[config.mk]
export PLATFORM = sky130hd
export DESIGN_NAME = uss_core
export DESIGN_NICKNAME = d
export VERILOG_FILES = /design/src/rtl/uss_pkg.sv /design/src/rtl/uss_fifo.sv /design/src/rtl/uss_core.sv
export SDC_FILE = /design/constraint.sdc
export NUM_CORES = 1
export LEC_CHECK = 0
export BUFFER_PORTS_ARGS = -buffer_cell sky130_fd_sc_hd__buf_2
export CORE_ASPECT_RATIO = 1.1
export CORE_MARGIN = 5
export CORE_UTILIZATION = 50
export DETAILED_ROUTE_END_ITERATION = 10
export PLACE_DENSITY_LB_ADDON = 0.08
export SLEW_MARGIN = 20
export SYNTH_ARGS = -nofsm -noshare
export SYNTH_HDL_FRONTEND = slang
export SYNTH_SLANG_ARGS = --single-unit
[constraint.sdc]
create_clock -name i_clock -period 3.9 [get_ports i_clock]
set_clock_uncertainty 0.05 [all_clocks]
set_input_delay 0.585 -clock i_clock [delete_from_list [all_inputs] [get_ports i_clock]]
set_output_delay 0.585 -clock i_clock [all_outputs]
set_load 0.05 [all_outputs]
[src/rtl/uss_pkg.sv]
/*
 * uss_pkg: shared constants, enums and packed structs of the universal shift unit.
 * assumes: one system clock domain; the serial clock pin is sampled, never used as a clock.
 */
package uss_pkg;
   // ---------------------------------------------------------------
   // widths and counts
   // ---------------------------------------------------------------
   localparam int USS_DATA_W = 8;        // shift register width
   localparam int USS_CNT_W = 4;         // edge/bit counter width
   localparam int USS_FIFO_DEPTH = 8;    // received byte queue depth
   localparam logic [3:0] USS_CNT_RST = 4'h0;     // counter value after reset
   localparam logic [3:0] USS_CNT_MAX = 4'hf;     // counter wraps after this value
   localparam logic [7:0] USS_DATA_RST = 8'h00;   // data and buffer after reset
   localparam int USS_SYNC_STAGES = 2;   // pin synchroniser depth
   localparam int USS_BIT_MSB = 7;       // position of the outgoing bit
   // ---------------------------------------------------------------
   // timing: system clock and shortest serial clock periods
   // ---------------------------------------------------------------
   localparam int USS_CLK_NS = 100;                 // system clock period in ns
   localparam int USS_TW_DIV = 16;                  // two-wire: serial clock >= 16 system clocks
   localparam int USS_3W_DIV = 4;                   // three-wire: serial clock >= 4 system clocks
   localparam int USS_MIN_3W_NS = USS_CLK_NS * USS_3W_DIV;   // shortest three-wire period
   localparam int USS_MIN_3W_CYC = (USS_MIN_3W_NS + USS_CLK_NS - 1) / USS_CLK_NS;
   localparam int USS_MIN_TW_NS = USS_CLK_NS * USS_TW_DIV;   // shortest two-wire period
   localparam int USS_MIN_TW_CYC = (USS_MIN_TW_NS + USS_CLK_NS - 1) / USS_CLK_NS;

   // wire mode selection
   typedef enum logic [1:0] {
      USS_WM_NONE = 2'h0,
      USS_WM_THREE = 2'h1,
      USS_WM_TWO = 2'h2,
      USS_WM_TWO_HOLD = 2'h3
   } uss_wire_mode_type;

   // control register image: mode and clock selection plus strobes
   typedef struct packed {
      uss_wire_mode_type wire_mode;     // wire mode, low bit is wire_mode_low_bit
      logic external_clock_select;      // clock from pin (or soft strobe on pin toggle)
      logic edge_polarity_select;       // 0: sample rising, 1: sample falling
      logic soft_count_strobe;          // counts/shifts by software strobe
      logic clock_toggle_strobe;        // toggles the clock pin
   } uss_ctrl_type;

   // status register image
   typedef struct packed {
      logic start_flag;                 // start condition seen (two-wire)
      logic count_overflow_flag;        // counter wrapped
      logic [3:0] count;                // edge/bit counter
   } uss_status_type;
endpackage

[src/rtl/uss_fifo.sv]
/*
 * uss_fifo: small synchronous FIFO with valid/ready on both sides.
 * assumes: single clock, synchronous active-high reset.
 */
`timescale 1ns/1ns
module uss_fifo
   import uss_pkg::*;
#(
   parameter int WIDTH = USS_DATA_W,
   parameter int DEPTH = USS_FIFO_DEPTH
) (
   // clock and reset
   input wire logic i_clock,
   input wire logic i_srst,
   // fill side
   input wire logic i_in_valid,
   output logic o_in_ready,
   input wire logic [WIDTH-1:0] i_in_data,
   // drain side
   output logic o_out_valid,
   input wire logic i_out_ready,
   output logic [WIDTH-1:0] o_out_data
);
   localparam int AW = $clog2(DEPTH);
   logic [WIDTH-1:0] mem_r [DEPTH];        // storage
   logic [AW:0] wr_r, wr_nxt, rd_r, rd_nxt; // pointers with wrap bit
   logic push, pop;

   // full when pointers differ only in wrap bit
   assign o_in_ready = !((wr_r[AW] != rd_r[AW]) && (wr_r[AW-1:0] == rd_r[AW-1:0]));
   assign o_out_valid = (wr_r != rd_r);
   assign push = i_in_valid && o_in_ready;
   assign pop = o_out_valid && i_out_ready;
   assign o_out_data = mem_r[rd_r[AW-1:0]];

   // next pointers
   always_comb begin
      wr_nxt = wr_r + (AW+1)'(push);
      rd_nxt = rd_r + (AW+1)'(pop);
   end

   // pointers and storage
   always_ff @(posedge i_clock) begin
      if (i_srst) begin
         wr_r <= '0;
         rd_r <= '0;
      end else begin
         wr_r <= wr_nxt;
         rd_r <= rd_nxt;
      end
      if (push) begin
         mem_r[wr_r[AW-1:0]] <= i_in_data;
      end
   end
endmodule

[src/rtl/uss_core.sv]
/*
 * uss_core: universal shift unit - 8-bit shift register, 4-bit edge counter,
 * output latch, buffer register and received-byte queue.
 * assumes: serial pins are asynchronous and are sampled by i_clock;
 * the processor side is on i_clock and writes by one-cycle strobes.
 */
// Functional notes
// - 8-bit shift register, received bytes buffered in buffer register and queue
// - MSB routed to pin chosen by mode
// - output latch changes opposite to sampling edge
// - serial input always from data input pin
// - readable writable 4-bit counter with overflow
// - shift and count from same clock
// - external clock counts both edges
// - clock from pin, timer, or software
// - two-wire start condition raises request
// - two-wire hold clock low after start/overflow
// - three-wire is SPI mode 0/1, no select
// - eight clocks exchange bytes, overflow marks end
// - master toggles clock by port or strobe
// - mode 0 samples rising, shifts falling
// - mode 1 samples falling, shifts rising
// - overflow after sixteen edges sets flag
// - overflow wakes from idle; two-wire start from all
// - max serial clock fck/16 two-wire, fck/4 three-wire
// - status write with flag clears it, loads count
// - sixteen toggle-and-strobe writes complete a byte
// - slave shifts on master edges, flags end
// - latch open first half, always for internal
// - data write beats a shift in same cycle
// - completed byte copied into buffer register
`timescale 1ns/1ns
module uss_core
   import uss_pkg::*;
#(
   parameter int DATA_W = USS_DATA_W,
   parameter int FIFO_DEPTH = USS_FIFO_DEPTH
) (
   // clock and reset
   input wire logic i_clock,
   input wire logic i_srst,
   // processor: shift data register
   input wire logic i_data_we,
   input wire logic [7:0] i_data_wdata,
   output logic [7:0] o_shift_data_register,
   output logic [7:0] o_shift_buffer_register,
   // processor: control register
   input wire logic i_ctrl_we,
   input wire uss_ctrl_type i_ctrl_wdata,
   output uss_ctrl_type o_shift_control_register,
   // processor: status register
   input wire logic i_status_we,
   input wire uss_status_type i_status_wdata,
   output uss_status_type o_shift_status_register,
   // processor: port output bit of the clock pin, and its toggle
   input wire logic i_port_toggle,
   // timer zero compare match pulse
   input wire logic i_timer_zero_match,
   // serial pins
   input wire logic i_serial_data_input_pin,
   input wire logic i_shift_clock_pin,
   output logic o_shift_clock_pin,
   output logic o_shift_clock_pin_oe,
   output logic o_data_out_pin,
   output logic o_sda_out,
   output logic o_sda_oe,
   input wire logic i_clock_hold_release,
   // events
   output logic o_overflow_irq,
   output logic o_start_irq,
   output logic o_wake_idle,
   output logic o_wake_any,
   // received byte queue
   output logic o_rx_valid,
   input wire logic i_rx_ready,
   output logic [7:0] o_rx_data,
   output logic o_rx_overrun
);
   // ---------------------------------------------------------------
   // pin synchronisers
   // ---------------------------------------------------------------
   logic [1:0] di_sync_r, di_sync_nxt;    // data input pin, 2 stages
   logic [1:0] ck_sync_r, ck_sync_nxt;    // clock pin, 2 stages
   logic ck_prev_r, ck_prev_nxt;          // last synchronised clock level
   logic di_prev_r, di_prev_nxt;          // last synchronised data level

   // first stage only feeds the second stage
   always_comb begin
      di_sync_nxt = {di_sync_r[0], i_serial_data_input_pin};
      ck_sync_nxt = {ck_sync_r[0], i_shift_clock_pin};
      ck_prev_nxt = ck_sync_r[1];
      di_prev_nxt = di_sync_r[1];
   end

   // synchroniser registers
   always_ff @(posedge i_clock) begin
      if (i_srst) begin
         di_sync_r <= 2'h0;
         ck_sync_r <= 2'h0;
         ck_prev_r <= 1'b0;
         di_prev_r <= 1'b0;
      end else begin
         di_sync_r <= di_sync_nxt;
         ck_sync_r <= ck_sync_nxt;
         ck_prev_r <= ck_prev_nxt;
         di_prev_r <= di_prev_nxt;
      end
   end

   // ---------------------------------------------------------------
   // control and clock selection
   // ---------------------------------------------------------------
   uss_ctrl_type ctrl_r, ctrl_nxt;        // stored mode bits and count strobe, toggle strobe reads as zero
   logic pin_level_r, pin_level_nxt;      // driven clock pin level (master)
   logic ck_rise, ck_fall;                // clock pin edges seen on the pin
   logic sample_ev, shift_ev, count_ev;   // shift unit events this cycle
   logic two_wire;
   logic ext_sel, strobe_now;
   logic soft_sel;                        // strobe mode as it stands this cycle

   // an edge shows three clocks late; each pin level must stand two clocks
   assign ck_rise = ck_sync_r[1] && !ck_prev_r;
   assign ck_fall = !ck_sync_r[1] && ck_prev_r;
   assign two_wire = ctrl_r.wire_mode[1];
   assign ext_sel = ctrl_r.external_clock_select;
   assign strobe_now = i_ctrl_we && i_ctrl_wdata.soft_count_strobe;
   // the write that selects strobe counting counts too, so no strobe of a byte is lost
   assign soft_sel = i_ctrl_we ? i_ctrl_wdata.soft_count_strobe : ctrl_r.soft_count_strobe;

   // clock source decode: pin edges, timer match or software strobe
   always_comb begin
      sample_ev = 1'b0;
      shift_ev = 1'b0;
      count_ev = 1'b0;
      if (ext_sel) begin
         // pin edges; polarity picks sampling edge
         sample_ev = ctrl_r.edge_polarity_select ? ck_fall : ck_rise;
         shift_ev = ctrl_r.edge_polarity_select ? ck_rise : ck_fall;
         // both edges count, unless the soft strobe counts instead
         count_ev = soft_sel ? strobe_now : (ck_rise || ck_fall);
      end else begin
         // internal source: sample and shift together, once per event
         sample_ev = soft_sel ? strobe_now : i_timer_zero_match;
         shift_ev = sample_ev;
         count_ev = sample_ev;
      end
   end

   // control register and master clock pin level
   always_comb begin
      ctrl_nxt = ctrl_r;
      pin_level_nxt = pin_level_r;
      if (i_ctrl_we) begin
         ctrl_nxt = i_ctrl_wdata;
         ctrl_nxt.soft_count_strobe = i_ctrl_wdata.soft_count_strobe;
         ctrl_nxt.clock_toggle_strobe = 1'b0; // strobe, not stored
      end
      // toggle by port bit or by strobe bit, not by both in one cycle
      if (i_port_toggle ^ (i_ctrl_we && i_ctrl_wdata.clock_toggle_strobe)) begin
         pin_level_nxt = !pin_level_r;
      end
   end

   always_ff @(posedge i_clock) begin
      if (i_srst) begin
         ctrl_r <= '0;
         pin_level_r <= 1'b0;
      end else begin
         ctrl_r <= ctrl_nxt;
         pin_level_r <= pin_level_nxt;
      end
   end

   // ---------------------------------------------------------------
   // shift register, sampled bit, output latch, buffer
   // ---------------------------------------------------------------
   logic [DATA_W-1:0] shreg_r, shreg_nxt; // shift data register
   logic [DATA_W-1:0] buf_r, buf_nxt;     // shift buffer register
   logic in_bit_r, in_bit_nxt;            // bit caught on the sampling edge
   logic latch_r, latch_nxt;              // output latch
   logic latch_open;
   logic done;                            // counter wraps this cycle

   // the latch closes on the sampling edge and reopens on the shift edge
   logic half_r, half_nxt;                // 1: second half of serial cycle

   assign latch_open = !ext_sel || !half_r;

   always_comb begin
      shreg_nxt = shreg_r;
      in_bit_nxt = in_bit_r;
      half_nxt = half_r;
      if (sample_ev) begin
         in_bit_nxt = di_sync_r[1];
      end
      if (ext_sel) begin
         if (sample_ev) begin
            half_nxt = 1'b1;
         end else if (shift_ev) begin
            half_nxt = 1'b0;
         end
      end else begin
         half_nxt = 1'b0;
      end
      if (i_data_we) begin
         shreg_nxt = i_data_wdata;
      end else if (shift_ev) begin
         // internal source shifts in the bit sampled in the same cycle
         shreg_nxt = {shreg_r[DATA_W-2:0], ext_sel ? in_bit_r : di_sync_r[1]};
      end
      // transparent latch follows the MSB while open
      latch_nxt = latch_open ? shreg_nxt[USS_BIT_MSB] : latch_r;
      buf_nxt = done ? shreg_nxt : buf_r;
   end

   always_ff @(posedge i_clock) begin
      if (i_srst) begin
         shreg_r <= USS_DATA_RST;
         buf_r <= USS_DATA_RST;
         in_bit_r <= 1'b0;
         latch_r <= 1'b0;
         half_r <= 1'b0;
      end else begin
         shreg_r <= shreg_nxt;
         buf_r <= buf_nxt;
         in_bit_r <= in_bit_nxt;
         latch_r <= latch_nxt;
         half_r <= half_nxt;
      end
   end

   // ---------------------------------------------------------------
   // counter, overflow and start flags, clock hold
   // ---------------------------------------------------------------
   logic [USS_CNT_W-1:0] cnt_r, cnt_nxt;  // edge/bit counter
   logic ovf_r, ovf_nxt;                  // count_overflow_flag
   logic start_r, start_nxt;              // start condition flag
   logic hold_r, hold_nxt;                // two-wire clock held low
   logic start_cond;

   assign done = count_ev && (cnt_r == USS_CNT_MAX);
   // data falls while the clock is high: start condition
   assign start_cond = two_wire && ck_sync_r[1] && ck_prev_r && di_prev_r && !di_sync_r[1];

   always_comb begin
      cnt_nxt = cnt_r;
      ovf_nxt = ovf_r;
      start_nxt = start_r;
      hold_nxt = hold_r;
      if (i_status_we) begin
         cnt_nxt = i_status_wdata.count;
         if (i_status_wdata.count_overflow_flag) begin
            ovf_nxt = 1'b0;
         end
         if (i_status_wdata.start_flag) begin
            start_nxt = 1'b0;
         end
      end else if (count_ev) begin
         cnt_nxt = cnt_r + 4'h1;
      end
      // set wins over a clear in the same cycle
      if (done) begin
         ovf_nxt = 1'b1;
      end
      if (start_cond) begin
         start_nxt = 1'b1;
      end
      // hold clock low after start or, in hold mode, after overflow
      if (!two_wire || i_clock_hold_release) begin
         hold_nxt = 1'b0;
      end else if (start_cond || (done && ctrl_r.wire_mode == USS_WM_TWO_HOLD)) begin
         hold_nxt = 1'b1;
      end
   end

   always_ff @(posedge i_clock) begin
      if (i_srst) begin
         cnt_r <= USS_CNT_RST;
         ovf_r <= 1'b0;
         start_r <= 1'b0;
         hold_r <= 1'b0;
      end else begin
         cnt_r <= cnt_nxt;
         ovf_r <= ovf_nxt;
         start_r <= start_nxt;
         hold_r <= hold_nxt;
      end
   end

   // ---------------------------------------------------------------
   // received byte queue: completed bytes leave through a FIFO
   // ---------------------------------------------------------------
   logic fifo_in_ready;
   logic overrun_r, overrun_nxt;          // a byte was dropped on a full queue

   uss_fifo #(
      .WIDTH(DATA_W),
      .DEPTH(FIFO_DEPTH)
   ) u_rx_fifo (
      .i_clock(i_clock),
      .i_srst(i_srst),
      .i_in_valid(done),
      .o_in_ready(fifo_in_ready),
      .i_in_data(shreg_nxt),
      .o_out_valid(o_rx_valid),
      .i_out_ready(i_rx_ready),
      .o_out_data(o_rx_data)
   );

   // the shift register cannot stall, so a full queue is reported sticky
   always_comb begin
      overrun_nxt = overrun_r || (done && !fifo_in_ready);
   end

   always_ff @(posedge i_clock) begin
      if (i_srst) begin
         overrun_r <= 1'b0;
      end else begin
         overrun_r <= overrun_nxt;
      end
   end

   // ---------------------------------------------------------------
   // outputs
   // ---------------------------------------------------------------
   assign o_shift_data_register = shreg_r;
   assign o_shift_buffer_register = buf_r;
   assign o_shift_control_register = ctrl_r;
   assign o_shift_status_register = '{start_flag: start_r, count_overflow_flag: ovf_r,
                                      count: cnt_r};
   // MSB via the latch to data-out (three-wire) or the data line (two-wire)
   assign o_data_out_pin = (ctrl_r.wire_mode == USS_WM_THREE) ? latch_r : 1'b0;
   assign o_sda_out = 1'b0;
   assign o_sda_oe = two_wire && !latch_r;
   // clock pin: master level, or forced low while holding
   assign o_shift_clock_pin = pin_level_r && !hold_r;
   assign o_shift_clock_pin_oe = hold_r || !ext_sel || ctrl_r.soft_count_strobe;
   assign o_overflow_irq = ovf_r;
   assign o_start_irq = start_r;
   assign o_wake_idle = ovf_r;
   assign o_wake_any = two_wire && start_r;
   assign o_rx_overrun = overrun_r;
endmodule

Word-level counts from Yosys, hierarchy flattened:

Memory sizes are Yosys's and may differ from the RTL's. A register that Yosys moved wholly into a read port is not among the register bits.
Index checks and enable logic that the tools add are counted.

* register bits: 47
* RAM bits: 64
* output and inout bits: 47
* word-level logic and storage cells: 102
* memories: 1

* add/subtract/negate cells: 3
* equality and inequality tests: 6
* muxes and demuxes: 25
* bitwise gates (word level): 2
* reductions and logical operators: 44

Memory list
* u_rx_fifo.mem_r: words 8, bits a word 8, read ports 1, clocked after Yosys merged registers in 1, write ports 1, RTL line uss_fifo.sv:25 `logic [WIDTH-1:0] mem_r [DEPTH];`

Operators with widths (count)
* $mux 1: 20
* $logic_and 1x1->1: 17
* $mux 8: 2
* $reduce_bool 2->1: 6
* $logic_not 1->1: 10
* $add 4x1->4: 2
* $mux 4: 2
* $logic_or 1x1->1: 7
* $add 4x1->4 const B: 1
* $eq 4x4->1 const B: 1
* $ne 4x4->1: 1
* $reduce_and 2->1: 2
* $reduce_or 2->1: 2
* $eq 3x3->1: 1
* $mux 3: 1
* $eq 2x1->1 const B: 1
* $eq 2x2->1 const B: 1
* $ne 1x1->1: 1
* $not 1->1: 1
* $xor 1x1->1: 1

Depth between registers and ports, before layout:

* depth after elaboration: 9
* gate-level depth with buffers: 10
* depth with buffers taken out: 10

By module:

From an unflattened synthesis, not the netlist that was laid out.

* cell total of the unflattened synthesis: 351
* area total of the unflattened synthesis: 4853.4 µm²

Modules (own cells, without submodules)
* uss_fifo: times used 1, cells an instance 141, area each 2930.3 µm²
* uss_core: times used 1, cells an instance 210, area each 1923.1 µm²

Worst setup path before layout:

No wires, ideal clock.

* kind: register -> register
* start: register cnt_r[0]
* end: memory u_rx_fifo.mem_r[1][0] (netlist name), enable pin
* arrival: 2.408 ns
* required time: 3.467 ns
* path slack: 1.059 ns
* cell stages (with the launch flop): 6
* clock period less this slack: 2.841 ns
* cell sequence: dfxtp_1 > ha_1 > and3_1 > o31ai_2 > or4b_1 > nor3_1

* word-level cells in the longest chain between the ends: 5

RTL lines
* from (decl): RTL line uss_core.sv:235 `logic [USS_CNT_W-1:0] cnt_r, cnt_nxt;`
* from (signal assigned): RTL line uss_core.sv:283 `cnt_r <= cnt_nxt;`
* $eq 4x4->1: RTL line uss_core.sv:241 `assign done = count_ev && (cnt_r == USS_CNT_MAX);`
* $logic_and 1x1->1: RTL line uss_core.sv:241
* $logic_and 1x1->1: RTL line uss_fifo.sv:32 `assign push = i_in_valid && o_in_ready;`
* $mux 1: RTL line uss_fifo.sv:51 `if (push) begin`
* $mux 1 (not written as such): RTL line uss_fifo.sv:52 `mem_r[wr_r[AW-1:0]] <= i_in_data;`
* to (decl): RTL line uss_fifo.sv:25

No other way between the ends.

Worst setup path after layout:

* start: register ck_sync_r[1]
* end: memory u_rx_fifo.mem_r[3][5] (netlist name), enable pin

* word-level cells in the longest chain between the ends: 9
* elaborated cells between the ends (all ways): 10

RTL lines
* from (decl): RTL line uss_core.sv:83 `logic [1:0] ck_sync_r, ck_sync_nxt;`
* from (signal assigned): RTL line uss_core.sv:104 `ck_sync_r <= ck_sync_nxt;`
* $logic_not 1->1: RTL line uss_core.sv:123 `assign ck_fall = !ck_sync_r[1] && ck_prev_r;`
* $logic_and 1x1->1: RTL line uss_core.sv:123
* $logic_or 1x1->1 *: RTL line uss_core.sv:140 `count_ev = soft_sel ? strobe_now : (ck_rise || ck_fall);`
* $mux 1 *: RTL line uss_core.sv:140
* $mux 1 *: RTL line uss_core.sv:135 `if (ext_sel) begin`
* $logic_and 1x1->1 *: RTL line uss_core.sv:241
* $logic_and 1x1->1 *: RTL line uss_fifo.sv:32
* $mux 1 *: RTL line uss_fifo.sv:51
* $mux 1 (not written as such) *: RTL line uss_fifo.sv:52

Mark *: on every way between the ends. The rest lies on a longest branch, timed or not.

==> metrics.md <==
| Metric | Value |
|---|---|
| Outcome | finished clean |
| Cts repair resizes | 0 |
| Final Hold Viols | 0 |
| Primary FF master, synth | edfxtp_1 |
| Setup repair after global routing missed its margin | false |
| Worst slew pin tran | 0.957 ns |
| Chip height | ~110 um |
| Buffers inserted during post-CTS setup optimization | 0 |
| Drt first pass iters | 4 |
| CP Class | register to register |
| Cells along the critical path | inv_1 > ha_1 > and2_1 > o31a_1 > or4b_1 > nor2_1 |
| CTS tree | done |
| Routed wire per std cell | 17.9 um |
| Critical Path Start Type | register |
| H-tree depth | 3 |
| Final setup vio count | 0 |
| CP endpoint kind | register |
| Most common cell after layout, fill and taps aside | buf_2 |
| Critical Path End | u_rx_fifo.mem_r[3][5] |
| Via density | 5.48 |
| DRC errors left | 0 |
| First-pass GRT wire length | 15800 um |
| Register area | 0.00286 mm^2 |
| Die area | 0.0115 mm^2 |
| Vias | 3014 |
| Clock Pin Slew Worst Setup and Hold Paths | 0.10 ns |
| GRT Total Usage | between 10% and 20% |
| Clock Sinks | 111 |
| Post-DP HPWL | roughly 7000 um |
| Starting density of the core | 50.9% |
| Async set or reset register ratio after synthesis | 0% |
| Setup_tns | 0 ns |
| VDD IR max | about 190 uV |
| Clock Tree Root | clkbuf_8 |
| Arrival @ worst endpoint | 2.99 ns |
| Required time worst endpoint | 3.84 ns |
| Number of flops mapped to enable cells by yosys | 64 |
| Minimum clock period | just over 3 ns |
| Num ports | 78 |
| ANT nets after route | 0 |
| Mapped Cells | roughly 360 |
| Largest net degree at the start of global routing | 56 |
| Fin crit share | 78.1% |
| Placed cell count | 534 |
| Nets | ~470 |
| Post-synthesis sequential area ratio | 60.5% |
| Core footprint | between 0.009 and 0.01 mm^2 |
| N_diodes | 0 |
| Fillers | 754 |
| Core Util, Final | 57.7% |
| Top Family by Delay on Critical Path | simple AND/OR/NAND/NOR gates |
| Reg2Reg Depth | 6 |
| Warnings, synthesis | 0 |
| Area post-placement | 0.00517 mm^2 |
| Leakage dissipation | between 2 and 2.5 nW |
| R2r endpoint | u_rx_fifo.mem_r[3][5] |
| Worst R2R Setup Slack | 0.86 ns |
| FMAX | 328 MHz |
| Min-Delay Path Class | primary input to register |
| Synthesized area | 0.00473 mm^2 |
| Critical path depth | 6 |
| Most frequent cells in the layout | buf_2 (75), edfxtp_1 (64), dfxtp_1 (47) |
| Crit path from | ck_sync_r[1] |
| Initial antenna violation count | 0 |
| Max stage delay on crit path | 0.66 ns |
| Final std cells w/o fill | 550 |
| Die W | between 100 and 150 um |
| Total power | 2.21 mW |
| Buffer and inverter count on the worst path | 1 |
| Flops & latches, synth | 111 |
| FP Rows | 37 |
| Worst hold slack | around 0.37 ns |
| Hold-fix buffers at CTS | 0 |
| Fin area | 0.00537 mm^2 |
| Multi-input gate area | between 0.0015 and 0.002 mm^2 |
| Clk Latency, worst-skew pair | 0.37 ns |
| CTS max path bufs | 2 |
| Share of layout cells above drive strength 1 | 30.7% |
| Largest fanout on the critical path | 15 |
| Relative slew slack | 35.7% |
| Crit path setup slack, layout | 0.855 ns |
| Max-cap violations | 0 |
| Largest area contributor in the netlist | edfxtp_1 |
| Yosys top cell area share | 40.6% |
| Max Slew Vio Count | 0 |
| CTS buffer count | 9 |
| Layout area overhead | 13.5% |
| GRT overflow | 0 |
| Area contributors post-synth | edfxtp_1 (41%), dfxtp_1 (20%), mux4_2 (7.6%), mux2_2 (3.8%), nor2_1 (3.6%) |
| DP Worst Slack | 0.893 ns |
| Avg Cell Area, Syn | roughly 13 um^2 |
| DR iter-0 viols | 88 |
| Via count of the first global-routing pass | roughly 3000 |
| Unique cell type count in the Yosys netlist | 47 |
| Input/output buffers | 75 |
| Pwr per Cell Area | 412 mW/mm^2 |
| GPL Wtd Cong | 0.777 |
| Worst R2R Start | ck_sync_r[1] |
| CP max-delay cell | or4b_1 |
| Routed wire length | roughly 10000 um |
layout make-up:
| class | instances | share of cell area, % |
|---|---|---|
| Sequential cell | 111 | 53.3 |
| Multi-Input combinational cell | 215 | 31.9 |
| Timing Repair Buffer | 79 | 7.55 |
| Tap cell | 117 | 2.73 |
| Clock buffer | 10 | 2.38 |
| Clock inverter | 6 | 1.28 |
| Inverter | 12 | 0.839 |
sequential cells by signal, indices dropped and copies added (netlist names), 2 cells and up:
name                      count
ck_sync_r                     2
cnt_r                         4
di_sync_r                     2
o_shift_buffer_register       8
o_shift_control_register      4
o_shift_data_register         8
u_rx_fifo.mem_r              64
u_rx_fifo.rd_r                4
u_rx_fifo.wr_r                4
worst min path at each step:
stage | from | to | slack (ns) | cells past startpoint
floorplan | ck_sync_r[0] | ck_sync_r[1] | 0.36 | 1
global placement | di_sync_r[0] | di_sync_r[1] | 0.38 | 1
detailed placement | di_sync_r[0] | di_sync_r[1] | 0.38 | 1
CTS | i_shift_clock_pin | ck_sync_r[0] | 0.35 | 2
global route | i_shift_clock_pin | ck_sync_r[0] | 0.36 | 2
finish | i_shift_clock_pin | ck_sync_r[0] | 0.37 | 2
cells by family after synthesis:
logic type      Yosys count  share of synthesized area, %
buf+inv                  34                          3.38
xor+xnor                 10                          1.85
compound gates           33                          5.79
mux                      40                          13.2
simple gates            123                          13.4
other cells               1                        0.0792
flops                   111                          60.5
fa+ha+maj                 7                          1.85
report_power, final:
group          switching [mW]  internal [mW]  total, mW
clock network           0.391          0.303      0.693
registers              0.0184           1.27       1.29
logic                   0.163         0.0679      0.231
total                   0.573           1.64       2.21
cell usage after synthesis (5+ instances only):
master / count
buf_4: 7
nor2b_1: 22
dfxtp_1: 47
nor3_1: 11
mux4_2: 16
nand2_1: 12
clkbuf_1: 9
ha_1: 7
nor2_1: 46
o32ai_1: 7
xnor2_1: 5
xor2_1: 5
a21oi_1: 6
buf_2: 5
mux2i_1: 7
edfxtp_1: 64
inv_1: 12
mux2_2: 16
or4_1: 9
routing by layer:
metal / track usage, % / part of all wire [%] / up-vias
met2: 29.9 / 51 / 74
met5: 0 / 0 / -
met3: 3.42 / 3.8 / 7
met4: 6.13 / 0.98 / 0
met1: 24.1 / 44 / 1479
li1: - / - / 1454
Note: power is estimated with default switching activity, not from simulation.
